[config.mk]
export PLATFORM = sky130hd
export DESIGN_NAME = spmb_top
export DESIGN_NICKNAME = d
export VERILOG_FILES = /design/src/spmb_pkg.sv /design/src/spmb_top.sv /design/src/spmb_buf.sv
export SDC_FILE = /design/constraint.sdc
export NUM_CORES = 1
export LEC_CHECK = 0
export BUFFER_PORTS_ARGS = -buffer_cell sky130_fd_sc_hd__buf_2
export CORE_ASPECT_RATIO = 0.7
export CORE_UTILIZATION = 50
export CTS_CLUSTER_DIAMETER = 50
export CTS_CLUSTER_SIZE = 40
export DETAILED_ROUTE_END_ITERATION = 6
export PLACE_DENSITY = 0.7
export SLEW_MARGIN = 20
export SYNTH_ARGS = -nofsm -noshare
export SYNTH_HDL_FRONTEND = slang
export SYNTH_HIERARCHICAL = 1
export SYNTH_SLANG_ARGS = --single-unit
[constraint.sdc]
create_clock -name i_clk -period 5.68 [get_ports i_clk]
set_input_delay 0 -clock i_clk [delete_from_list [all_inputs] [get_ports i_clk]]
set_output_delay 0 -clock i_clk [all_outputs]
set_load 0.005 [all_outputs]
[src/spmb_pkg.sv]
// Shared constants and types for the slave port mailbox.
// Assumes an APB master with 32-bit data and byte addressing.
package spmb_pkg;

	// ==========================================================
	// Register map (byte addresses, one aligned word each)
	localparam int          SPMB_NREG                = 3;
	localparam int          SPMB_AW                  = 8;
	localparam logic [7:0]  SPMB_OFF_OUT [SPMB_NREG] = '{8'h00, 8'h04, 8'h08};
	localparam logic [7:0]  SPMB_OFF_IN  [SPMB_NREG] = '{8'h0c, 8'h10, 8'h14};
	localparam logic [7:0]  SPMB_OFF_STAT            = 8'h18;
	localparam logic [7:0]  SPMB_OFF_CTRL            = 8'h1c;
	localparam logic [7:0]  SPMB_OFF_PA_OUT          = 8'h20;
	localparam logic [7:0]  SPMB_OFF_PA_DIR          = 8'h24;
	localparam logic [7:0]  SPMB_OFF_PA_IN           = 8'h28;

	// ==========================================================
	// Field positions
	localparam int          SPMB_ST_IN_LSB           = 0;
	localparam int          SPMB_ST_OUT_LSB          = 3;
	localparam int          SPMB_ST_ATTN             = 6;
	localparam int          SPMB_ST_BUF              = 7;
	localparam int          SPMB_CTRL_SPEN           = 0;
	localparam int          SPMB_CTRL_IRQEN          = 1;

	// ==========================================================
	// Reset values and widths
	localparam logic [7:0]  SPMB_BYTE_RST            = 8'h00;
	localparam logic [7:0]  SPMB_BYTE_ONES           = 8'hff;
	localparam logic [31:0] SPMB_WORD_RST            = 32'h0000_0000;
	localparam logic [1:0]  SPMB_CTRL_RST            = 2'h0;
	localparam logic [2:0]  SPMB_FLAG_RST            = 3'h0;
	localparam int          SPMB_BUF_DEPTH           = 2;

	// ==========================================================
	// One master write: selected register and data byte
	typedef struct packed {
		logic [1:0] sel;
		logic [7:0] data;
	} spmb_wr_type;

endpackage : spmb_pkg

[src/spmb_top.sv]
// Slave port mailbox: three outbound and three inbound byte registers
// between an external master (select lines, strobes) and local software (APB).
// Assumes the master pins are synchronous to i_clk and strobes last >= 2 cycles.
//
// How it works
// RULE1: Data pins shared with parallel port A
// RULE2: Two select lines pick one outbound register
// RULE3: Read strobe drives selected outbound byte out
// RULE4: Software writes outbound registers over the bus
// RULE5: Three inbound registers carry master data in
// RULE6: Write strobe captures byte into selected register
// RULE7: Software reads inbound registers over the bus
// RULE8: Status bit marks which inbound register written
// RULE9: Enabled interrupt fires on inbound write
// RULE10: Outbound write raises attention line to master
// RULE11: Line shows slave read all inbound data
// RULE12: Line shows unread outbound data pending
// RULE13: Reads clear pending and written flags
//
// Local design decisions: the APB interface to the registers and the address map.
`timescale 1ns/1ps
`default_nettype none

module spmb_top
	import spmb_pkg::*;
(
	// Clock and reset
	input  wire logic             i_clk,
	input  wire logic             i_rst,
	// APB slave
	input  wire logic             i_psel,
	input  wire logic             i_penable,
	input  wire logic             i_pwrite,
	input  wire logic [SPMB_AW-1:0] i_paddr,
	input  wire logic [31:0]      i_pwdata,
	output logic [31:0]           o_prdata,
	output logic                  o_pready,
	output logic                  o_pslverr,
	// Master side strobes and selects
	input  wire logic [1:0]       i_sp_sel,
	input  wire logic             i_sp_rd_n,
	input  wire logic             i_sp_wr_n,
	output logic                  o_sp_wr_ready,
	output logic                  o_sp_attn,
	output logic                  o_sp_read_all,
	output logic                  o_sp_out_pend,
	// Shared port A pins
	input  wire logic [7:0]       i_pa_data,
	output logic [7:0]            o_pa_data,
	output logic [7:0]            o_pa_oe,
	// Interrupt to local processor
	output logic                  o_slave_irq
);

	// ==========================================================
	// Select decode, shared by capture and read-clear paths
	function automatic logic [2:0] sel_hot(input logic [1:0] sel);
		logic [2:0] h;
		h = 3'h0;
		if (sel < 2'(SPMB_NREG)) begin
			h[sel] = 1'b1;
		end
		return h;
	endfunction : sel_hot

	// ==========================================================
	// State
	logic [7:0]  out_q [SPMB_NREG];
	logic [7:0]  out_d [SPMB_NREG];
	logic [7:0]  in_q  [SPMB_NREG];
	logic [7:0]  in_d  [SPMB_NREG];
	logic [2:0]  out_pend_q, out_pend_d, in_new_q, in_new_d;
	logic [1:0]  ctrl_q, ctrl_d;
	logic [7:0]  pa_out_q, pa_out_d, pa_dir_q, pa_dir_d;
	logic        attn_q, attn_d;
	logic [31:0] prdata_q, prdata_d;
	logic        pready_q, pready_d, pslverr_q, pslverr_d;
	logic        rd_n_q, wr_n_q;
	logic [7:0]  pa_data_q, pa_data_d, pa_oe_q, pa_oe_d;
	logic        irq_q, all_q, wr_ready_q;
	logic        pend_any_q;                          // Pending line, kept in its own flop

	// ==========================================================
	// Bus decode
	logic        acc_first, acc_done, wr_done, rd_done;
	logic [2:0]  out_wr, in_rd_clr, in_addr_hit;
	logic        sp_en, rd_end, wr_start;
	logic [2:0]  rd_clr, drain_hot;
	spmb_wr_type push_data, drain_data;
	logic        push_ready, drain_valid, drain_ready;
	logic [7:0]  rd_sel_data;

	assign acc_first = i_psel & i_penable & ~pready_q;
	assign acc_done  = i_psel & i_penable & pready_q;
	assign wr_done   = acc_done & i_pwrite;
	assign rd_done   = acc_done & ~i_pwrite;
	assign sp_en     = ctrl_q[SPMB_CTRL_SPEN];

	// Per-register write strobes and read clears
	generate
		for (genvar i = 0; i < SPMB_NREG; i++) begin : g_hit
			assign out_wr[i]      = wr_done & (i_paddr == SPMB_OFF_OUT[i]); // see RULE4
			assign in_addr_hit[i] = (i_paddr == SPMB_OFF_IN[i]);
			assign in_rd_clr[i]   = rd_done & in_addr_hit[i];              // see RULE13
		end
	endgenerate

	// APB read mux, write effects at the edge pready is seen
	always_comb begin
		prdata_d  = prdata_q;
		pslverr_d = pslverr_q;
		pready_d  = acc_first;
		ctrl_d    = ctrl_q;
		pa_out_d  = pa_out_q;
		pa_dir_d  = pa_dir_q;
		out_d     = out_q;
		if (acc_first) begin
			pslverr_d = 1'b0;
			prdata_d  = SPMB_WORD_RST;
			if (i_paddr == SPMB_OFF_OUT[0]) begin
				prdata_d[7:0] = out_q[0];
			end else if (i_paddr == SPMB_OFF_OUT[1]) begin
				prdata_d[7:0] = out_q[1];
			end else if (i_paddr == SPMB_OFF_OUT[2]) begin
				prdata_d[7:0] = out_q[2];
			end else if (in_addr_hit[0]) begin
				prdata_d[7:0] = in_q[0];                   // see RULE7
			end else if (in_addr_hit[1]) begin
				prdata_d[7:0] = in_q[1];                   // see RULE7
			end else if (in_addr_hit[2]) begin
				prdata_d[7:0] = in_q[2];                   // see RULE7
			end else if (i_paddr == SPMB_OFF_STAT) begin
				prdata_d[SPMB_ST_IN_LSB +: 3]  = in_new_q;  // see RULE8
				prdata_d[SPMB_ST_OUT_LSB +: 3] = out_pend_q;
				prdata_d[SPMB_ST_ATTN]         = attn_q;
				prdata_d[SPMB_ST_BUF]          = drain_valid;
			end else if (i_paddr == SPMB_OFF_CTRL) begin
				prdata_d[1:0] = ctrl_q;
			end else if (i_paddr == SPMB_OFF_PA_OUT) begin
				prdata_d[7:0] = pa_out_q;
			end else if (i_paddr == SPMB_OFF_PA_DIR) begin
				prdata_d[7:0] = pa_dir_q;
			end else if (i_paddr == SPMB_OFF_PA_IN) begin
				prdata_d[7:0] = i_pa_data;
			end else begin
				pslverr_d = 1'b1;                          // Unmapped: error, zero data
			end
		end
		if (wr_done) begin
			for (int i = 0; i < SPMB_NREG; i++) begin
				if (out_wr[i]) begin
					out_d[i] = i_pwdata[7:0];              // see RULE4
				end
			end
			if (i_paddr == SPMB_OFF_CTRL) begin
				ctrl_d = i_pwdata[1:0];
			end else if (i_paddr == SPMB_OFF_PA_OUT) begin
				pa_out_d = i_pwdata[7:0];
			end else if (i_paddr == SPMB_OFF_PA_DIR) begin
				pa_dir_d = i_pwdata[7:0];
			end
		end
	end

	// ==========================================================
	// Master strobes; inputs are synchronous, so one flop finds edges
	assign rd_end      = ~rd_n_q & i_sp_rd_n & sp_en;
	assign wr_start    = wr_n_q & ~i_sp_wr_n & sp_en;   // see RULE6
	assign rd_clr      = rd_end ? sel_hot(i_sp_sel) : 3'h0; // see RULE13
	assign push_data   = '{sel: i_sp_sel, data: i_pa_data};
	assign rd_sel_data = (i_sp_sel < 2'(SPMB_NREG)) ? out_q[i_sp_sel] : SPMB_BYTE_RST;
	// Hold the drain while software reads an inbound register, so a
	// read never sees a byte that changes under it mid-transfer
	assign drain_ready = ~(i_psel & ~i_pwrite & |in_addr_hit);
	assign drain_hot   = (drain_valid & drain_ready) ? sel_hot(drain_data.sel) : 3'h0;

	spmb_buf u_buf (
		.i_clk       (i_clk),
		.i_rst       (i_rst),
		.i_in_valid  (wr_start),
		.i_in_data   (push_data),
		.o_in_ready  (push_ready),
		.o_out_valid (drain_valid),
		.o_out_data  (drain_data),
		.i_out_ready (drain_ready)
	);

	// Flags: a new event wins over a clear in the same cycle
	generate
		for (genvar i = 0; i < SPMB_NREG; i++) begin : g_flag
			assign out_pend_d[i] = out_wr[i] | (out_pend_q[i] & ~rd_clr[i]);      // see RULE12
			assign in_new_d[i]   = drain_hot[i] | (in_new_q[i] & ~in_rd_clr[i]);  // see RULE8
			assign in_d[i]       = drain_hot[i] ? drain_data.data : in_q[i];      // see RULE5
		end
	endgenerate

	// Pin drive, attention and status lines
	always_comb begin
		attn_d = (|out_wr) | (attn_q & ~(wr_done & (i_paddr == SPMB_OFF_STAT)
			& i_pwdata[SPMB_ST_ATTN]));                     // see RULE10
		if (sp_en) begin
			// Selected outbound byte while the read strobe is low
			pa_data_d = rd_sel_data;                     // see RULE2
			pa_oe_d   = (~i_sp_rd_n && i_sp_sel < 2'(SPMB_NREG))
				? SPMB_BYTE_ONES : SPMB_BYTE_RST;         // see RULE3
		end else begin
			pa_data_d = pa_out_q;                        // see RULE1
			pa_oe_d   = pa_dir_q;
		end
	end

	// ==========================================================
	// Registers, plus the interrupt, read-all and pending-line terms formed here
	always_ff @(posedge i_clk or posedge i_rst) begin
		if (i_rst) begin
			for (int i = 0; i < SPMB_NREG; i++) begin
				out_q[i] <= SPMB_BYTE_RST;
				in_q[i]  <= SPMB_BYTE_RST;
			end
			out_pend_q <= SPMB_FLAG_RST;
			in_new_q   <= SPMB_FLAG_RST;
			ctrl_q     <= SPMB_CTRL_RST;
			pa_out_q   <= SPMB_BYTE_RST;
			pa_dir_q   <= SPMB_BYTE_RST;
			attn_q     <= 1'b0;
			prdata_q   <= SPMB_WORD_RST;
			pready_q   <= 1'b0;
			pslverr_q  <= 1'b0;
			rd_n_q     <= 1'b1;
			wr_n_q     <= 1'b1;
			pa_data_q  <= SPMB_BYTE_RST;
			pa_oe_q    <= SPMB_BYTE_RST;
			irq_q      <= 1'b0;
			all_q      <= 1'b1;
			wr_ready_q <= 1'b1;
			pend_any_q <= 1'b0;
		end else begin
			out_q      <= out_d;
			in_q       <= in_d;
			out_pend_q <= out_pend_d;
			in_new_q   <= in_new_d;
			ctrl_q     <= ctrl_d;
			pa_out_q   <= pa_out_d;
			pa_dir_q   <= pa_dir_d;
			attn_q     <= attn_d;
			prdata_q   <= prdata_d;
			pready_q   <= pready_d;
			pslverr_q  <= pslverr_d;
			rd_n_q     <= i_sp_rd_n;
			wr_n_q     <= i_sp_wr_n;
			pa_data_q  <= pa_data_d;
			pa_oe_q    <= pa_oe_d;
			irq_q      <= ctrl_q[SPMB_CTRL_IRQEN] & (|in_new_q); // see RULE9
			all_q      <= ~(|in_new_q) & ~drain_valid;           // see RULE11
			wr_ready_q <= push_ready;
			pend_any_q <= |out_pend_d;                          // see RULE12
		end
	end

	// Outputs straight from flops
	assign o_prdata      = prdata_q;
	assign o_pready      = pready_q;
	assign o_pslverr     = pslverr_q;
	assign o_pa_data     = pa_data_q;
	assign o_pa_oe       = pa_oe_q;
	assign o_sp_attn     = attn_q;
	assign o_sp_out_pend = pend_any_q;
	assign o_sp_read_all = all_q;
	assign o_sp_wr_ready = wr_ready_q;
	assign o_slave_irq   = irq_q;

	// ==========================================================
	// Checks
	a_apb_ready_one : assert property (@(posedge i_clk) disable iff (i_rst) // see RULE4
		(i_psel && i_penable && !o_pready) |=> o_pready ##1 !o_pready)
		else $error("pready not one cycle after access");

	a_pend_set_out : assert property (@(posedge i_clk) disable iff (i_rst) // see RULE12
		out_wr[0] |=> (out_pend_q[0] && o_sp_out_pend) [*1])
		else $error("outbound write did not mark pending");

	a_pend_clr_read : assert property (@(posedge i_clk) disable iff (i_rst) // see RULE13
		(rd_end && i_sp_sel == 2'h1 && !out_wr[1]) |=> !out_pend_q[1])
		else $error("master read did not clear pending");

	a_read_drive_oe : assert property (@(posedge i_clk) disable iff (i_rst) // see RULE3
		(sp_en && !i_sp_rd_n && i_sp_sel == 2'h2) |=>
		(o_pa_oe == SPMB_BYTE_ONES && o_pa_data == $past(rd_sel_data)))
		else $error("selected outbound byte not driven");

	a_port_a_share : assert property (@(posedge i_clk) disable iff (i_rst) // see RULE1
		!sp_en |=> (o_pa_oe == $past(pa_dir_q) && o_pa_data == $past(pa_out_q)))
		else $error("port A not driven from its own registers");

	a_in_capture_byte : assert property (@(posedge i_clk) disable iff (i_rst) // see RULE6
		(wr_start && push_ready && i_sp_sel == 2'h0 && !drain_valid) ##1 drain_ready
		|-> drain_valid ##1 (in_q[0] == $past(i_pa_data, 2) && in_new_q[0]))
		else $error("master write byte not captured");

	a_in_new_flag : assert property (@(posedge i_clk) disable iff (i_rst) // see RULE8
		drain_hot[2] |=> in_new_q[2] ##1 (in_new_q[2] || $past(in_rd_clr[2])))
		else $error("inbound written flag wrong");

	a_irq_follows : assert property (@(posedge i_clk) disable iff (i_rst) // see RULE9
		(|in_new_q && ctrl_q[SPMB_CTRL_IRQEN]) |=> o_slave_irq)
		else $error("slave interrupt missing");

	a_attn_on_write : assert property (@(posedge i_clk) disable iff (i_rst) // see RULE10
		(|out_wr) |=> o_sp_attn)
		else $error("attention not raised");

	a_read_all_line : assert property (@(posedge i_clk) disable iff (i_rst) // see RULE11
		(|in_new_q) |=> !o_sp_read_all)
		else $error("read-all asserted with unread data");

endmodule : spmb_top

`default_nettype wire

[src/spmb_buf.sv]
// Two-entry buffer for master writes heading to the inbound registers.
// Assumes the filler honours o_in_ready; the drain side may stall freely.
`timescale 1ns/1ps
`default_nettype none

module spmb_buf
	import spmb_pkg::*;
(
	// Clock and reset
	input  wire logic        i_clk,
	input  wire logic        i_rst,
	// Filling side
	input  wire logic        i_in_valid,
	input  wire spmb_wr_type i_in_data,
	output logic             o_in_ready,
	// Draining side
	output logic             o_out_valid,
	output spmb_wr_type      o_out_data,
	input  wire logic        i_out_ready
);

	// ==========================================================
	// Storage and pointers
	spmb_wr_type mem_q [SPMB_BUF_DEPTH];
	spmb_wr_type mem_d [SPMB_BUF_DEPTH];
	logic        wptr_q, wptr_d, rptr_q, rptr_d;
	logic [1:0]  cnt_q, cnt_d;
	logic        push, pop;

	assign o_in_ready  = (cnt_q != 2'(SPMB_BUF_DEPTH));
	assign o_out_valid = (cnt_q != 2'h0);
	assign o_out_data  = mem_q[rptr_q];
	assign push        = i_in_valid & o_in_ready;
	assign pop         = o_out_valid & i_out_ready;

	// Next pointers, count and contents
	always_comb begin
		mem_d  = mem_q;
		wptr_d = wptr_q;
		rptr_d = rptr_q;
		cnt_d  = cnt_q;
		if (push) begin
			mem_d[wptr_q] = i_in_data;
			wptr_d        = ~wptr_q;
		end
		if (pop) begin
			rptr_d = ~rptr_q;
		end
		cnt_d = cnt_q + {1'b0, push} - {1'b0, pop};
	end

	// Register only
	always_ff @(posedge i_clk or posedge i_rst) begin
		if (i_rst) begin
			mem_q[0] <= '0;
			mem_q[1] <= '0;
			wptr_q   <= 1'b0;
			rptr_q   <= 1'b0;
			cnt_q    <= 2'h0;
		end else begin
			mem_q  <= mem_d;
			wptr_q <= wptr_d;
			rptr_q <= rptr_d;
			cnt_q  <= cnt_d;
		end
	end

	a_buf_no_over : assert property (@(posedge i_clk) disable iff (i_rst)
		(cnt_q == 2'h2) |-> !o_in_ready)
		else $error("buffer claims room while full");

endmodule : spmb_buf

`default_nettype wire

==> results.txt <==
----------------------------------------------------
[Detailed routing]
  Detailed Routing Iterations Pass 1 ... 7
  Wire length per cell ... 21.2 µm
  Total wire length ... 17400 µm
  Number of DRC violations after detailed-routing iteration 0 ... roughly 350
  Residual antenna-violating net count after detailed routing ... 0
  DR vias/cell ... 5.96
  Vias after detailed routing ... 4909
  DRC viols ... 7

[Critical path]
  Startpoint type of the worst setup path ... flop
  Critical register-to-register path endpoint ... u_buf/mem_q[15]$_DFFE_PP0P_
  Most common cell on crit path ... sky130_fd_sc_hd__and3b_1
  Setup slack of the most critical reg-to-reg path ... 3250 ps
  Crit Path Max Fanout ... 29
  Worst Path Class, Setup ... flop to flop
  Endpoint kind of the worst setup timing path ... flop
  Sequence of cells on the critical path ... and3b_1 -> and3b_1 -> mux2_4
  Crit path max-delay cell type ... sky130_fd_sc_hd__dfrtp_1
  Slowest cell delay on critical path ... 970 ps
  Reg2Reg Depth ... 3
  Data arrival, critical path ... 2730 ps
  CP required ... 5980 ps
  Worst reg2reg path startpoint ... ctrl_q[0]$_DFFE_PP0P_

[Cells and area]
  Post-route non-filler standard cell count ... 823
  Final Util ... 61.0%
  Syn-to-layout area delta ... 17.3%
  # nets final ... 707
  Diode count ... 0
  Fraction of final layout cells with drive strength greater than 1 ... between 30% and 40%

[Clocking]
  Clock tree from TritonCTS ... done
  Clock input transition at the sequential cells of the worst setup and hold paths ... 60 ps
  H-tree levels ... 4
  Count of buffers added by post-CTS timing repair for setup ... 0
  Clock Sink Count ... 129
  Number of buffers created by CTS ... 17
  Max clock buf depth ... 2
  Hold bufs inserted after CTS ... 19
  Resized cells post-CTS ... 0
  Clock tree root buffer cell ... sky130_fd_sc_hd__clkbuf_16
  Insertion delay to the later sink of the worst-skew pair ... 420 ps

[STA]
  Hold slack ... ~18 ps
  Period minus WS final ... 2430 ps
  Slew margin rel. ... 36.4%
  Final slew viol count ... 0
  Unrepaired setup endpoints after global routing ... false
  Final cycle utilization of the critical path ... 42.9%
  Worst clock skew ... 10.3 ps
  Actual transition at the worst max-transition pin ... about 950 ps
  F_max ... 0.411 GHz
  Setup TNS ... 0 ps
  Number of hold-slack violations in the final timing report ... 0
  Setup violators final ... 0

[Die]
  Initial cell density of the core ... 52.0%
  Vertical die dimension ... 97.9 µm
  Horiz. Die Dim ... 139 µm
  Total die area ... 0.0136 mm²
  Area of the core ... 0.0126 mm²
  Row count ... 34
  I/O Pins ... 112

[Synth]
  Portion of the post-synthesis area used by sequential elements ... around 49%
  Synth Cell Area ... 0.00658 mm²
  Async SR Flop Fraction ... 100%
  Predominant post-synthesis flop cell ... sky130_fd_sc_hd__dfrtp_1
  Mapped Avg Cell Area ... ~11 µm²
  Netlist cell types ... 71
  Total number of yosys warnings ... 6
  Synth Register Bits ... 129
  Number of enable flip-flop cells after synthesis ... 0
  Post-Syn Instances ... 578

[Place]
  Placed Cells incl. Taps ... 772
  Final HPWL DP ... 12500 µm
  Routability congestion estimate ... 0.943
  IO buf count ... 63

[Power]
  Static leakage power ... 0.00370 µW
  Maximum VDD drop ... 0.210 mV
  Power density of the placed cells ... between 300 and 400 mW/mm²
  Total power ... 2500 µW

[Status]
  Failing checks ... design-rule violations
  Outcome ... complete, but fails checks

[Global routing]
  Pin count of the biggest net entering global routing ... a little over 60
  Number of antenna violations at the first check in global routing ... 0
  Global-route wire length before repair ... 27800 µm
  Total grt overflow ... 0
  Global routing usage on met2 ... 39.4%
  Met1 global-route usage ... between 40% and 50%
  Overall routing resource usage ... 27.3%
  Number of global-route vias before repair ... 4948
  Most Used Layer, Global Route ... met1
  Global-route track usage on met3 ... under 10%

[Hold path]
  Number of stages on the worst hold path ... 4
  Origin of the worst min-delay path ... i_penable
  Path type of the worst min-delay path ... input port to flop
  Hold Crit Endpoint ... in_new_q[2]$_DFF_PP0_

[Run]
  Reported max-cap violation count ... 0

----------------------------------------------------
## sequential cells by signal, indices dropped and copies added (netlist names), 8 cells and up
| name | cells |
|---|---|
| o_pa_oe | 8 |
| in_q | 24 |
| o_pa_data | 8 |
| out_q | 24 |
| o_prdata | 8 |
| pa_out_q | 8 |
| pa_dir_q | 8 |
| u_buf/mem_q | 20 |
## stage by stage
stage / cell area (µm²) / setup WS (ps)
global placement: 6840 / 3140
global route: 7710 / 3130
finish: 7710 / 3250
floorplan: 6660 / 2930
detailed placement: 6840 / 3140
CTS: 7710 / 3260
## power by group
part / switching [µW] / total (µW) / internal (µW)
combinational: 147 / 252 / 105
sequential: 37.3 / 990 / 953
clock: 415 / 1260 / 847
total: 599 / 2500 / 1900
## area by class of cell
cell class	instances	area (µm²)
Tap cell	162	203
Timing Repair Buffer	84	520
Inverter	16	62.6
Clock buffer	19	453
Fill cell	1006	4920
Sequential cell	129	3230
Clock inverter	13	233
Multi-Input combinational cell	400	3010
## cell usage in the layout (no fill, tap or decap), types with 4 or more instances in the layout
| cell | netlist | final |
|---|---|---|
| sky130_fd_sc_hd__nand2_1 | 36 | 36 |
| sky130_fd_sc_hd__dlygate4sd3_1 | 0 | 19 |
| sky130_fd_sc_hd__o21ai_0 | 26 | 26 |
| sky130_fd_sc_hd__mux2_2 | 74 | 74 |
| sky130_fd_sc_hd__o22ai_1 | 5 | 5 |
| sky130_fd_sc_hd__mux2_4 | 20 | 20 |
| sky130_fd_sc_hd__conb_1 | 1 | 24 |
| sky130_fd_sc_hd__buf_2 | 12 | 63 |
| sky130_fd_sc_hd__nand2b_1 | 6 | 6 |
| sky130_fd_sc_hd__clkinv_4 | 0 | 4 |
| sky130_fd_sc_hd__nor2_1 | 34 | 34 |
| sky130_fd_sc_hd__o31ai_1 | 6 | 6 |
| sky130_fd_sc_hd__dfstp_2 | 4 | 4 |
| sky130_fd_sc_hd__mux2i_1 | 15 | 15 |
| sky130_fd_sc_hd__and3_1 | 6 | 6 |
| sky130_fd_sc_hd__nor2b_1 | 6 | 6 |
| sky130_fd_sc_hd__a22oi_1 | 4 | 4 |
| sky130_fd_sc_hd__a21oi_1 | 48 | 48 |
| sky130_fd_sc_hd__inv_1 | 16 | 15 |
| sky130_fd_sc_hd__bufinv_16 | 0 | 6 |
| sky130_fd_sc_hd__clkbuf_16 | 0 | 17 |
| sky130_fd_sc_hd__nand3_1 | 11 | 11 |
| sky130_fd_sc_hd__dfrtp_1 | 125 | 125 |
## cell families (layout without fill, tap and decap cells)
family	after synthesis	in the layout	synth area share, %
AO/OA/AOI/OAI	121	121	11.5
adder cells (fa/ha/maj)	2	2	0.381
buffers and inverters	72	132	6.39
XOR/XNOR	4	4	0.533
other	1	24	0.0570
flip-flops	129	129	49.2
multiplexers	110	110	19.7
AND/OR/NAND/NOR	139	139	12.3
## cells in the mapped netlist (all sizes together), types with 3 or more instances
cell	number	share of area, %
dfrtp	125	48
mux2	95	17
a21oi	49	3.8
buf	43	4.7
nand2	37	2.2
nor2	37	2.3
o21ai	27	2.1
inv	16	0.91
mux2i	15	2.3
clkbuf	13	0.74
nand3	11	0.84
and3	7	0.74
nand2b	7	0.78
nor3	7	1.1
nor2b	6	0.57
o31ai	6	0.69
nor3b	5	0.82
o22ai	5	0.48
a22oi	4	0.46
dfstp	4	1.6
a2111oi	3	0.40
a21o	3	0.34
nor4	3	0.51
o221ai	3	0.40
o2bb2ai	3	0.40
or2	3	0.29
or4	3	0.40
or4b	3	0.51
xnor2	3	0.40
## worst max-delay path: cells and delay by family, from the launching register on
kind             cells  cell delay [ps]
DFF                  1              970
and+or+nand+nor      2              980
muxes                1              360
## worst max path at each step
stage | end | cells past startpoint | startpoint | slack, ps
3_3_place_gp | out_q[3]$_DFFE_PP0P_ | 5 | i_paddr[3] | 3140
2_1_floorplan | ctrl_q[0]$_DFFE_PP0P_ | 1 | i_rst | 2930
6_report | u_buf/mem_q[15]$_DFFE_PP0P_ | 3 | ctrl_q[0]$_DFFE_PP0P_ | 3250
4_1_cts | u_buf/mem_q[15]$_DFFE_PP0P_ | 3 | ctrl_q[0]$_DFFE_PP0P_ | 3260
5_1_grt | u_buf/mem_q[15]$_DFFE_PP0P_ | 3 | ctrl_q[0]$_DFFE_PP0P_ | 3130
3_5_place_dp | out_q[4]$_DFFE_PP0P_ | 5 | i_paddr[3] | 3140
## routing by layer
metal,vias to the layer above,wire [µm]
met5,-,0
met4,0,164
met3,18,1460
met2,230,7530
met1,2499,8260
li1,2162,-
Power figures use the tool's default switching activity.
